**src/chan_pkg.sv**
```systemverilog
// Overview of operation
// - descriptor: opcode, 24-bit address, flags, count
// - status pointer keeps initial low address bits
// - list addresses forced to word boundary
// - channel runs 00, F0, 80 itself
// - status buffer setup stores word-aligned address
// - zero status address posts check/end status
// - setup count ignored; status at zero until set
// - option bit 7 set: unit check purges queue
// - option bit 7 clear: queue kept on error
// - option bit 5 clear: 256 reads become 768
// - option bits 0-4, 6 reserved, no function
// - identification returns three words, flags zero
// - device opcode modifier bits forwarded untouched
// - zero count read/write/sense aborts with check
// - zero count device control is valid
// - list branch fetches next from data address
// - list branch raises no interrupt request
// - data address is physical, unmapped
// - low address bits pick first byte, msb first
// - data chain: next descriptor, first command kept
// - command chain: next descriptor, own command
// - length suppress keeps list, data chain breaks
// - skip flag suppresses memory data writes
// - interrupt flag posts zero-count status
package chan_pkg;
	// ==========================================
	// register map
	localparam logic [7:0] REG_CTRL     = 8'h00;
	localparam logic [7:0] REG_LIST_PTR = 8'h04;
	localparam logic [7:0] REG_SUBADDR  = 8'h08;
	localparam logic [7:0] REG_STBUF    = 8'h0C;
	localparam logic [7:0] REG_LAST_ST  = 8'h10;
	localparam int         CTRL_START   = 0;
	localparam int         CTRL_DONE    = 1;
	localparam logic [23:0] RST_STBUF   = 24'h000000;
	localparam logic [7:0]  RST_OPT     = 8'h00;
	// ==========================================
	// operation codes
	localparam logic [7:0] OP_INCH    = 8'h00;
	localparam logic [7:0] OP_OPTS    = 8'hF0;
	localparam logic [7:0] OP_ID      = 8'h80;
	localparam logic [7:0] OP_RSV_LO  = 8'h70;
	localparam logic [7:0] OP_RSV_HI  = 8'h90;
	localparam logic [1:0] OPC_WRITE  = 2'h1;
	localparam logic [1:0] OPC_READ   = 2'h2;
	localparam logic [1:0] OPC_CTL    = 2'h3;
	localparam logic [3:0] OPN_SENSE  = 4'h4;
	localparam logic [3:0] OPN_BRANCH = 4'h8;
	// ==========================================
	// descriptor word two flag positions, option byte bits
	localparam int FL_DC   = 31;
	localparam int FL_CC   = 30;
	localparam int FL_SIL  = 29;
	localparam int FL_SKIP = 28;
	localparam int FL_PCI  = 27;
	localparam int OPT_PURGE   = 7;
	localparam int OPT_BLKKEEP = 5;
	// ==========================================
	// status flag positions within the 16-bit field
	localparam int ST_PCI = 14;
	localparam int ST_IL  = 13;
	localparam int ST_PC  = 12;
	localparam int ST_CE  = 7;
	localparam int ST_DE  = 6;
	localparam int ST_UC  = 5;
	localparam logic [23:0] DESC_STEP = 24'h000008;
	localparam logic [23:0] WORD_STEP = 24'h000004;
	localparam logic [1:0]  ID_LAST   = 2'h2;

	typedef enum logic [3:0] {
		S_IDLE, S_FETCH0, S_FETCH1, S_DECODE, S_OPT_RD, S_ID_WR,
		S_DEV_WAIT, S_COMPLETE, S_POST0, S_POST1
	} state_t;
endpackage

```
**src/cmd_decoder.sv**
```systemverilog
`timescale 1ns/10ps
module cmd_decoder #(
	parameter int          NSUB        = 16,
	parameter logic [23:0] BOARD_MODEL = 24'h000001, // arbitrary value
	parameter logic [23:0] FW_MODEL    = 24'h000002, // arbitrary value
	parameter logic [23:0] FW_REV      = 24'h000003  // arbitrary value
) (
	// clock and reset
	input  wire logic        clk_sys,
	input  wire logic        rst,
	// apb slave
	input  wire logic        psel,
	input  wire logic        penable,
	input  wire logic        pwrite,
	input  wire logic [7:0]  paddr,
	input  wire logic [31:0] pwdata,
	output logic [31:0]      prdata_r,
	output logic             pready_r,
	output logic             pslverr_r,
	// host memory master
	output logic             mem_req_r,
	output logic             mem_we_r,
	output logic [23:0]      mem_addr_r,
	output logic [31:0]      mem_wdata_r,
	input  wire logic        mem_ack,
	input  wire logic [31:0] mem_rdata,
	// device controller
	output logic             dev_valid_r,
	output logic [7:0]       dev_op_r,
	output logic [23:0]      dev_addr_r,
	output logic [15:0]      dev_count_r,
	output logic [1:0]       dev_first_byte_r,
	output logic             dev_skip_r,
	output logic             dev_blk768_r,
	output logic             dev_continue_r,
	output logic             purge_r,
	input  wire logic        dev_ready,
	input  wire logic        dev_done,
	input  wire logic        dev_unit_check,
	input  wire logic        dev_len_err,
	input  wire logic [15:0] dev_residual
);
	localparam int IDX_W = (NSUB > 1) ? $clog2(NSUB) : 1;

	// ==========================================
	// elaboration check: subaddress index must fit the 8-bit field
	generate
		if (NSUB < 2 || NSUB > 256 || (NSUB & (NSUB - 1)) != 0) begin : g_bad
			$error("NSUB must be a power of two from 2 to 256");
		end
	endgenerate

	// ==========================================
	// state
	chan_pkg::state_t st_r;
	logic [23:0]      list_ptr_r;
	logic [7:0]       subaddr_r;
	logic [23:0]      stbuf_r;
	logic [31:0]      last_st_r;
	logic             done_r;
	logic [23:0]      ptr_r;
	logic [1:0]       cbits_r;
	logic [31:0]      w0_r;
	logic [31:0]      w1_r;
	logic [7:0]       cmd_r;
	logic             first_r;
	logic             prev_tic_r;
	logic             in_dc_r;
	logic [1:0]       idx_r;
	logic             comp_uc_r;
	logic             comp_il_r;
	logic [15:0]      comp_res_r;
	logic [31:0]      post_w2_r;
	logic [31:0]      fin_w2_r;
	logic             final_r;
	logic             pend_final_r;
	logic [7:0]       opt_r [NSUB];

	// ==========================================
	// descriptor fields
	wire [7:0]  op     = w0_r[31:24];
	wire [23:0] daddr  = w0_r[23:0];
	wire [15:0] cnt    = w1_r[15:0];
	wire [23:0] dalign = {daddr[23:2], 2'b00};
	wire [7:0]  eff_op = in_dc_r ? cmd_r : op;  // data chain keeps first command
	wire        is_tic = (op[3:0] == chan_pkg::OPN_BRANCH) && !(op >= chan_pkg::OP_RSV_LO
	                     && op <= chan_pkg::OP_RSV_HI);
	wire        is_inch = op == chan_pkg::OP_INCH;
	wire        is_opt  = op == chan_pkg::OP_OPTS;
	wire        is_id   = op == chan_pkg::OP_ID;
	wire        is_rsv  = op >= chan_pkg::OP_RSV_LO && op <= chan_pkg::OP_RSV_HI && !is_id;
	wire        e_wr    = eff_op[1:0] == chan_pkg::OPC_WRITE;
	wire        e_rd    = eff_op[1:0] == chan_pkg::OPC_READ;
	wire        e_ctl   = eff_op[1:0] == chan_pkg::OPC_CTL;
	wire        e_sns   = eff_op[3:0] == chan_pkg::OPN_SENSE;
	wire        need_cnt = e_wr || e_rd || e_sns;
	wire        e_legal  = need_cnt || e_ctl;
	wire        dec_go   = st_r == chan_pkg::S_DECODE && !is_tic && !in_dc_r;
	wire        tic_bad  = first_r || prev_tic_r;

	// completion decision on the current descriptor's flags
	wire fdc  = w1_r[chan_pkg::FL_DC];
	wire fcc  = w1_r[chan_pkg::FL_CC];
	wire fsil = w1_r[chan_pkg::FL_SIL];
	wire fpci = w1_r[chan_pkg::FL_PCI];
	wire brk  = comp_uc_r || (comp_il_r && (fdc || !fsil));
	wire [15:0] fin_flags = 16'h0000 | (16'h0001 << chan_pkg::ST_CE)
	                        | (16'h0001 << chan_pkg::ST_DE)
	                        | ({15'h0000, comp_uc_r} << chan_pkg::ST_UC)
	                        | ({15'h0000, comp_il_r} << chan_pkg::ST_IL);
	wire [15:0] pc_flags  = (16'h0001 << chan_pkg::ST_PC) | (16'h0001 << chan_pkg::ST_CE)
	                        | (16'h0001 << chan_pkg::ST_DE);
	wire [15:0] pci_flags = 16'h0001 << chan_pkg::ST_PCI;

	// ==========================================
	// option table read, byte pick by low address bits
	wire [IDX_W-1:0] sidx    = subaddr_r[IDX_W-1:0];
	wire [7:0]       opt_cur = opt_r[sidx];
	wire [7:0]       opt_byte = (daddr[1:0] == 2'h0) ? mem_rdata[31:24] :
	                            (daddr[1:0] == 2'h1) ? mem_rdata[23:16] :
	                            (daddr[1:0] == 2'h2) ? mem_rdata[15:8] : mem_rdata[7:0];
	wire             mem_done = mem_req_r && mem_ack;
	wire             opt_load = st_r == chan_pkg::S_OPT_RD && mem_done;

	// ==========================================
	// memory request source per state
	wire mem_state = st_r == chan_pkg::S_FETCH0 || st_r == chan_pkg::S_FETCH1 ||
	                 st_r == chan_pkg::S_OPT_RD || st_r == chan_pkg::S_ID_WR ||
	                 st_r == chan_pkg::S_POST0 || st_r == chan_pkg::S_POST1;
	wire [23:0] id_word = (idx_r == 2'h0) ? BOARD_MODEL : (idx_r == 2'h1) ? FW_MODEL : FW_REV;
	wire [23:0] rep_ptr = {ptr_r[23:2], cbits_r};
	wire [23:0] maddr_nxt =
		(st_r == chan_pkg::S_FETCH0) ? ptr_r :
		(st_r == chan_pkg::S_FETCH1) ? ptr_r + chan_pkg::WORD_STEP :
		(st_r == chan_pkg::S_OPT_RD) ? dalign :
		(st_r == chan_pkg::S_ID_WR) ? dalign + {20'h00000, idx_r, 2'b00} :
		(st_r == chan_pkg::S_POST0) ? stbuf_r : stbuf_r + chan_pkg::WORD_STEP;
	wire        mwe_nxt = st_r == chan_pkg::S_ID_WR || st_r == chan_pkg::S_POST0 ||
	                      st_r == chan_pkg::S_POST1;
	// identification state flags in the top byte stay zero
	wire [31:0] mwd_nxt = (st_r == chan_pkg::S_ID_WR) ? {8'h00, id_word} :
	                      (st_r == chan_pkg::S_POST0) ? {subaddr_r, rep_ptr} : post_w2_r;

	// request held until acknowledged, then dropped for one cycle
	always_ff @(posedge clk_sys or posedge rst) begin
		if (rst) begin
			mem_req_r   <= 1'b0;
			mem_we_r    <= 1'b0;
			mem_addr_r  <= 24'h000000;
			mem_wdata_r <= 32'h00000000;
		end else begin
			mem_req_r <= mem_state && !(mem_req_r && mem_ack);
			if (mem_state && !mem_req_r) begin
				mem_we_r    <= mwe_nxt;
				mem_addr_r  <= maddr_nxt;
				mem_wdata_r <= mwd_nxt;
			end
		end
	end

	// ==========================================
	// apb slave: one wait cycle so read data comes from a flop
	wire busy     = st_r != chan_pkg::S_IDLE;
	wire apb_acc  = psel && penable && !pready_r;
	wire wr_fire  = psel && penable && pready_r && pwrite;
	wire sel_ctrl = paddr == chan_pkg::REG_CTRL;
	wire sel_ptr  = paddr == chan_pkg::REG_LIST_PTR;
	wire sel_sub  = paddr == chan_pkg::REG_SUBADDR;
	wire sel_stb  = paddr == chan_pkg::REG_STBUF;
	wire sel_lst  = paddr == chan_pkg::REG_LAST_ST;
	wire hit      = sel_ctrl || sel_ptr || sel_sub || sel_stb || sel_lst;
	wire start    = wr_fire && sel_ctrl && pwdata[chan_pkg::CTRL_START] && !busy;
	wire done_set = st_r == chan_pkg::S_POST1 && mem_done && final_r && !pend_final_r;
	wire [31:0] rd_val = sel_ctrl ? {30'h0, done_r, busy} :
	                     sel_ptr ? {8'h00, list_ptr_r} :
	                     sel_sub ? {24'h000000, subaddr_r} :
	                     sel_stb ? {8'h00, stbuf_r} :
	                     sel_lst ? last_st_r : 32'h00000000;

	always_ff @(posedge clk_sys or posedge rst) begin
		if (rst) begin
			pready_r   <= 1'b0;
			pslverr_r  <= 1'b0;
			prdata_r   <= 32'h00000000;
			list_ptr_r <= 24'h000000;
			subaddr_r  <= 8'h00;
			done_r     <= 1'b0;
		end else begin
			pready_r  <= apb_acc;
			pslverr_r <= apb_acc && !hit;
			prdata_r  <= apb_acc ? rd_val : 32'h00000000;
			if (wr_fire && sel_ptr && !busy)
				list_ptr_r <= pwdata[23:0];
			if (wr_fire && sel_sub && !busy)
				subaddr_r <= pwdata[7:0];
			// completion wins over a clear in the same cycle
			if (done_set)
				done_r <= 1'b1;
			else if (wr_fire && sel_ctrl && pwdata[chan_pkg::CTRL_DONE])
				done_r <= 1'b0;
		end
	end

	// ==========================================
	// option table, all eight bits kept; only bits 5 and 7 act
	genvar gi;
	generate
		for (gi = 0; gi < NSUB; gi++) begin : g_opt
			always_ff @(posedge clk_sys or posedge rst) begin
				if (rst)
					opt_r[gi] <= chan_pkg::RST_OPT;
				else if (opt_load && sidx == IDX_W'(gi))
					opt_r[gi] <= opt_byte;
			end
		end
	endgenerate

	// ==========================================
	// list sequencer
	always_ff @(posedge clk_sys or posedge rst) begin
		if (rst) begin
			st_r <= chan_pkg::S_IDLE;
			stbuf_r <= chan_pkg::RST_STBUF; // status lands at zero until set
			last_st_r <= 32'h00000000;
			ptr_r <= 24'h000000;
			cbits_r <= 2'h0;
			w0_r <= 32'h00000000;
			w1_r <= 32'h00000000;
			cmd_r <= 8'h00;
			first_r <= 1'b0;
			prev_tic_r <= 1'b0;
			in_dc_r <= 1'b0;
			idx_r <= 2'h0;
			comp_uc_r <= 1'b0;
			comp_il_r <= 1'b0;
			comp_res_r <= 16'h0000;
			post_w2_r <= 32'h00000000;
			fin_w2_r <= 32'h00000000;
			final_r <= 1'b0;
			pend_final_r <= 1'b0;
			dev_valid_r <= 1'b0;
			dev_op_r <= 8'h00;
			dev_addr_r <= 24'h000000;
			dev_count_r <= 16'h0000;
			dev_first_byte_r <= 2'h0;
			dev_skip_r <= 1'b0;
			dev_blk768_r <= 1'b0;
			dev_continue_r <= 1'b0;
			purge_r <= 1'b0;
		end else begin
			purge_r <= 1'b0;
			case (st_r)
			chan_pkg::S_IDLE: begin
				if (start) begin
					ptr_r <= {list_ptr_r[23:2], 2'b00};
					cbits_r <= list_ptr_r[1:0];
					first_r <= 1'b1;
					prev_tic_r <= 1'b0;
					in_dc_r <= 1'b0;
					pend_final_r <= 1'b0;
					st_r <= chan_pkg::S_FETCH0;
				end
			end
			chan_pkg::S_FETCH0: begin
				if (mem_done) begin
					w0_r <= mem_rdata;
					st_r <= chan_pkg::S_FETCH1;
				end
			end
			chan_pkg::S_FETCH1: begin
				if (mem_done) begin
					w1_r <= mem_rdata;
					ptr_r <= ptr_r + chan_pkg::DESC_STEP;
					st_r <= chan_pkg::S_DECODE;
				end
			end
			chan_pkg::S_DECODE: begin
				first_r <= 1'b0;
				prev_tic_r <= is_tic;
				comp_uc_r <= 1'b0;
				comp_il_r <= 1'b0;
				comp_res_r <= 16'h0000;
				final_r <= 1'b1;
				if (is_tic && tic_bad) begin
					post_w2_r <= {pc_flags, cnt};
					st_r <= chan_pkg::S_POST0;
				end else if (is_tic) begin
					// branch posts nothing
					ptr_r <= dalign;
					st_r <= chan_pkg::S_FETCH0;
				end else if (!in_dc_r && is_inch) begin
					stbuf_r <= dalign; // count ignored
					if (daddr == 24'h000000) begin
						post_w2_r <= {pc_flags, cnt};
						st_r <= chan_pkg::S_POST0;
					end else
						st_r <= chan_pkg::S_COMPLETE;
				end else if (!in_dc_r && is_opt) begin
					st_r <= chan_pkg::S_OPT_RD;
				end else if (!in_dc_r && is_id) begin
					idx_r <= 2'h0;
					st_r <= chan_pkg::S_ID_WR;
				end else if ((!in_dc_r && is_rsv) || !e_legal || (need_cnt && cnt == 16'h0000)) begin
					post_w2_r <= {pc_flags, cnt};
					st_r <= chan_pkg::S_POST0;
				end else begin
					// device control with zero count passes
					cmd_r <= eff_op;
					dev_valid_r <= 1'b1;
					dev_op_r <= eff_op; // modifiers untouched
					dev_addr_r <= daddr;
					dev_count_r <= cnt;
					dev_first_byte_r <= daddr[1:0];
					dev_skip_r <= w1_r[chan_pkg::FL_SKIP];
					dev_blk768_r <= e_rd && !opt_cur[chan_pkg::OPT_BLKKEEP];
					dev_continue_r <= in_dc_r;
					st_r <= chan_pkg::S_DEV_WAIT;
				end
			end
			chan_pkg::S_OPT_RD: begin
				if (mem_done) begin
					comp_res_r <= (cnt == 16'h0000) ? 16'h0000 : cnt - 16'h0001; // one byte
					st_r <= chan_pkg::S_COMPLETE;
				end
			end
			chan_pkg::S_ID_WR: begin
				if (mem_done) begin
					idx_r <= idx_r + 2'h1;
					if (idx_r == chan_pkg::ID_LAST)
						st_r <= chan_pkg::S_COMPLETE;
				end
			end
			chan_pkg::S_DEV_WAIT: begin
				if (dev_valid_r && dev_ready)
					dev_valid_r <= 1'b0;
				if (dev_done) begin
					comp_uc_r <= dev_unit_check;
					comp_il_r <= dev_len_err;
					comp_res_r <= dev_residual;
					// queue purge only when the option asks
					purge_r <= dev_unit_check && opt_cur[chan_pkg::OPT_PURGE];
					st_r <= chan_pkg::S_COMPLETE;
				end
			end
			chan_pkg::S_COMPLETE: begin
				in_dc_r <= fdc && !brk;
				fin_w2_r <= {fin_flags, comp_res_r};
				if (brk) begin
					post_w2_r <= {fin_flags, comp_res_r};
					final_r <= 1'b1;
					st_r <= chan_pkg::S_POST0;
				end else if (fpci) begin
					post_w2_r <= {pci_flags, 16'h0000};
					final_r <= 1'b0;
					pend_final_r <= !(fdc || fcc);
					st_r <= chan_pkg::S_POST0;
				end else if (fdc || fcc) begin
					st_r <= chan_pkg::S_FETCH0;
				end else begin
					post_w2_r <= {fin_flags, comp_res_r};
					final_r <= 1'b1;
					st_r <= chan_pkg::S_POST0;
				end
			end
			chan_pkg::S_POST0: begin
				if (mem_done)
					st_r <= chan_pkg::S_POST1;
			end
			chan_pkg::S_POST1: begin
				if (mem_done) begin
					if (pend_final_r) begin
						post_w2_r <= fin_w2_r;
						final_r <= 1'b1;
						pend_final_r <= 1'b0;
						st_r <= chan_pkg::S_POST0;
					end else if (final_r) begin
						last_st_r <= post_w2_r;
						st_r <= chan_pkg::S_IDLE;
					end else
						st_r <= chan_pkg::S_FETCH0;
				end
			end
			default: st_r <= chan_pkg::S_IDLE;
			endcase
		end
	end

	// ==========================================
	// checks
	a_fetch_word_aligned: assert property (@(posedge clk_sys) disable iff (rst)
		(mem_req_r && (st_r == chan_pkg::S_FETCH0 || st_r == chan_pkg::S_FETCH1))
		|-> mem_addr_r[1:0] == 2'h0)
		else $error("descriptor fetch not word aligned");
	a_post_keeps_cbits: assert property (@(posedge clk_sys) disable iff (rst)
		(mem_req_r && st_r == chan_pkg::S_POST0) |-> mem_wdata_r[1:0] == cbits_r)
		else $error("reported list pointer lost low bits");
	a_inch_sets_buf: assert property (@(posedge clk_sys) disable iff (rst)
		(dec_go && is_inch) |=> stbuf_r == {$past(daddr[23:2]), 2'b00})
		else $error("status buffer not aligned copy of address");
	a_inch_zero_check: assert property (@(posedge clk_sys) disable iff (rst)
		(dec_go && is_inch && daddr == 24'h000000)
		|=> st_r == chan_pkg::S_POST0 && post_w2_r[16 + chan_pkg::ST_PC])
		else $error("zero status address did not post check");
	a_zero_count_abort: assert property (@(posedge clk_sys) disable iff (rst)
		(st_r == chan_pkg::S_DECODE && !is_tic && need_cnt && cnt == 16'h0000)
		|=> post_w2_r[16 + chan_pkg::ST_PC] ##1 !dev_valid_r)
		else $error("zero count transfer not aborted");
	a_ctl_zero_ok: assert property (@(posedge clk_sys) disable iff (rst)
		(dec_go && e_ctl && !is_rsv && !is_id && cnt == 16'h0000)
		|=> dev_valid_r && dev_count_r == 16'h0000)
		else $error("zero count control refused");
	a_branch_target: assert property (@(posedge clk_sys) disable iff (rst)
		(st_r == chan_pkg::S_DECODE && is_tic && !tic_bad)
		|=> st_r == chan_pkg::S_FETCH0 ##1 mem_req_r && mem_addr_r == $past(ptr_r))
		else $error("branch did not fetch from its address");
	a_dev_op_forward: assert property (@(posedge clk_sys) disable iff (rst)
		$rose(dev_valid_r) |-> dev_op_r == $past(eff_op) && dev_skip_r == w1_r[chan_pkg::FL_SKIP])
		else $error("device opcode or skip altered");
	a_pci_zero_count: assert property (@(posedge clk_sys) disable iff (rst)
		(st_r == chan_pkg::S_COMPLETE && !brk && fpci)
		|=> post_w2_r == {pci_flags, 16'h0000} && st_r == chan_pkg::S_POST0)
		else $error("interrupt status not zero count");
	a_purge_on_check: assert property (@(posedge clk_sys) disable iff (rst)
		(st_r == chan_pkg::S_DEV_WAIT && dev_done && dev_unit_check)
		|=> purge_r == $past(opt_cur[chan_pkg::OPT_PURGE]))
		else $error("purge does not follow option bit");
endmodule

```
**config.mk**
```make
export PLATFORM = sky130hd
export DESIGN_NAME = cmd_decoder
export DESIGN_NICKNAME = d
export VERILOG_FILES = /design/src/chan_pkg.sv /design/src/cmd_decoder.sv
export SDC_FILE = /design/constraint.sdc
export NUM_CORES = 1
export LEC_CHECK = 0
export ABC_AREA = 1
export ABC_CLOCK_PERIOD_IN_PS = 41500
export BUFFER_PORTS_ARGS = -buffer_cell sky130_fd_sc_hd__buf_2
export CORE_MARGIN = 3
export CORE_UTILIZATION = 47
export DETAILED_ROUTE_END_ITERATION = 10
export PLACE_DENSITY = 0.67
export SYNTH_ARGS = -nofsm -noshare
export SYNTH_HDL_FRONTEND = slang
export SYNTH_SLANG_ARGS = --single-unit
```
**constraint.sdc**
```tcl
create_clock -name clk_sys -period 41.5 [get_ports clk_sys]
set_clock_uncertainty 0.2 [all_clocks]
set_input_delay 8.3 -clock clk_sys [delete_from_list [all_inputs] [get_ports clk_sys]]
set_output_delay 8.3 -clock clk_sys [all_outputs]
set_load 0.02 [all_outputs]
```
==> flow_summary.json <==
{
  "finish.net_count": 2931,
  "r2r_slack_ps": 37180,
  "route.antenna.remaining_nets": 0,
  "synthMuxAreaShare_pct": 0.502,
  "clk_pin_slew_ps": 60,
  "drtPass1Iterations": 8,
  "fin_crit_sh_pct": 26.6,
  "synth_cells": 2647,
  "yosysSeqAreaShare_pct": 48.6,
  "leakage_nw": 11.7,
  "p_per_area_nw_per_um2": 62.2,
  "gp_congestion": 0.993,
  "antenna_cells": 0,
  "drc": 0,
  "grt_use_total_pct": 31.2,
  "synthAdderAreaFrac_pct": 0.843,
  "die_w_um": 213,
  "drv_cap": 0,
  "worstHoldPathCells": 2,
  "worstPathRequired_ps": 41760,
  "routed_wl_um": 71000,
  "drt_iter0_markers": 2049,
  "grt_max_degree": 149,
  "hp-start": "dev_count_r[2]",
  "synth_xor_area_share_pct": 0.912,
  "dp_slack_ps": 29720,
  "synth_top_family_by_area": "simple AND/OR/NAND/NOR gates",
  "ctsResizeCount": 0,
  "hold_viol": 0,
  "dieArea_um2": 45500,
  "ys_ff_latch": 392,
  "crit_type": "in2reg",
  "synth_compound_area_share_pct": 16.1,
  "dieHeight_um": 213,
  "rsz0062_at_grt": "no",
  "hold-worst-slack_ps": 268,
  "final_common_cell": "nand2_1",
  "status": "finished, final reports clean",
  "root_buffer": "clkbuf_16",
  "layout_setup_ws_ps": 30470,
  "setup_violations": 0,
  "io_pins": 245,
  "seqCellArea_um2": 9810,
  "critPathMaxFanout": 27,
  "layout-drive-gt1-share_pct": 12.9,
  "syn_to_final_growth_pct": 15.1,
  "endpoint_kind": "flop",
  "ys_async_sr_fraction_pct": 100,
  "reg2regPathDepth": 14,
  "cts.sinks": 392,
  "vias": 19200,
  "final_cell_mix": "nand2_1, dfrtp_1, o21ai_0",
  "synth_ff_type": "dfrtp_1",
  "post_cts_buffers": 0,
  "grt_pass1_wl_um": 109000,
  "ctsHoldBuffers": 0,
  "fmax_mhz": 90.6,
  "synth_simple_gate_area_share_pct": 24.5,
  "synth_area_um2": 20200,
  "dpl.hpwl_um": 52300,
  "cts_tree": "done",
  "multiInputGateArea_um2": 8690,
  "min_to": "dev_count_r[2]",
  "row_count": 75,
  "grt_overflow_total": 0,
  "fp.coreArea_um2": 42100,
  "cts_buffer_depth": 3,
  "r2r_end": "mem_addr_r[3]",
  "max_slew_margin_pct": 23.0,
  "avgRoutedWirePerCell_um": 20.9,
  "start_util_pct": 47.9,
  "ys_types": 47,
  "synth.avg_cell_area_um2": 7.62,
  "maxSlewViolCount": 0,
  "max-vdd-ir-drop_v": 0.0000365,
  "n_fill_cell": 4049,
  "clk_latency_ps": 600,
  "cts_buffers": 45,
  "ys_warn_count": 0,
  "antenna_found_initial": 0,
  "min_period_ps": 11030,
  "r2r-start": "st_r[0]",
  "cp.arrival_ps": 11290,
  "hp-class": "reg2reg",
  "setup_tns_ps": 0,
  "grt_pass1_vias": 18000,
  "tightest_slew_ps": 1150,
  "io_buffers": 229,
  "viasPerCell": 5.65,
  "cts_htree_levels": 2,
  "start_kind": "primary input",
  "synth-edff-count": 0
}
-- report_power, final --
part / internal [mW] / switching [mW] / total [mW]
Sequential: 0.457 / 0.0925 / 0.550
Combinational: 0.132 / 0.340 / 0.472
Clock: 0.257 / 0.167 / 0.424
-- through the flow --
step | power, mW | std cells | area, µm² | utilization (%)
floorplan | 0.835 | 2653 | 20200 | -
global placement | 1.01 | 3312 | 21600 | 51.4
detailed placement | 1.02 | 3312 | 21600 | 51.4
CTS | 1.44 | 3395 | 23200 | 55.1
global route | 1.53 | 3395 | 23200 | 55.1
finish | 1.45 | 3395 | 23200 | 55.1
-- state kept, by name, summed over array words and instances, names as in the netlist, 22 cells and up --
signal / count
mem_wdata_r: 32
mem_addr_r: 22
stbuf_r: 22
dev_addr_r: 24
w0_r: 32
opt_r: 32
list_ptr_r: 24
ptr_r: 22
prdata_r: 27
-- worst max path at each step --
stage	depth (start not counted)	from	to
floorplan	1	rst	cbits_r[0]
global placement	5	rst	w1_r[8]
detailed placement	5	rst	w1_r[8]
CTS	5	rst	w0_r[9]
global route	5	rst	w1_r[0]
finish	9	paddr[7]	list_ptr_r[20]
-- metal layers --
| metal | vias to the layer above | share of wire [%] | GRT usage [%] |
|---|---|---|---|
| met2 | 860 | 45 | 47.9 |
| met1 | 9194 | 45 | 46.2 |
| met5 | - | 0 | 0 |
| li1 | 9011 | - | - |
| met3 | 115 | 7.5 | 4.03 |
| met4 | 0 | 3.1 | 10.1 |
-- critical path, cell delays in order --
cell     delay (ps)
buf_2           100
nor2_1          100
nand2_1          70
nor2_1          210
nand3_1         600
inv_1           670
nand2_1         490
buf_4           410
mux2_2          310
-- final cells by class --
type                    count  area share (%)
inverters                 303            4.93
clock inverters            17            1.07
multi-input cells        1827            37.4
repair buffers            251            5.70
well taps                 539            2.90
flip-flops and latches    392            42.2
clock buffers              66            5.79
-- Yosys cell counts (3+ instances only) --
master	instances	share of area, %
nand4_1	23	0.71
o21ai_1	14	0.35
buf_4	10	0.37
a21oi_1	108	2.7
o21ai_0	319	7.9
o31ai_1	12	0.45
nor4_1	4	0.12
o211ai_1	31	1.2
nor3_1	23	0.57
buf_1	4	0.074
ha_1	12	0.74
mux2_2	9	0.50
dfrtp_1	392	49
buf_2	17	0.42
inv_1	290	5.4
nand3_1	187	4.6
xor2_1	21	0.91
nand2_1	777	14
buf_6	3	0.17
and2_1	3	0.093
a22oi_1	23	0.86
clkinv_1	4	0.074
o21ai_2	3	0.13
a31oi_1	14	0.43
clkbuf_1	96	1.8
o221ai_1	37	1.6
or2_2	4	0.12
nor2_1	162	3.0
a221oi_1	6	0.26
inv_2	9	0.17
nor2_2	5	0.16
o22ai_1	6	0.19
-- cells by family (layout without fill, tap and decap cells) --
kind of cell	after synthesis	after routing
other cells	1	7
xor+xnor	21	21
simple gates	1201	1201
fa+ha+maj	13	13
compound gates	576	576
buf+inv	434	637
mux	9	9
flops	392	392
Power figures use the tool's default switching activity.
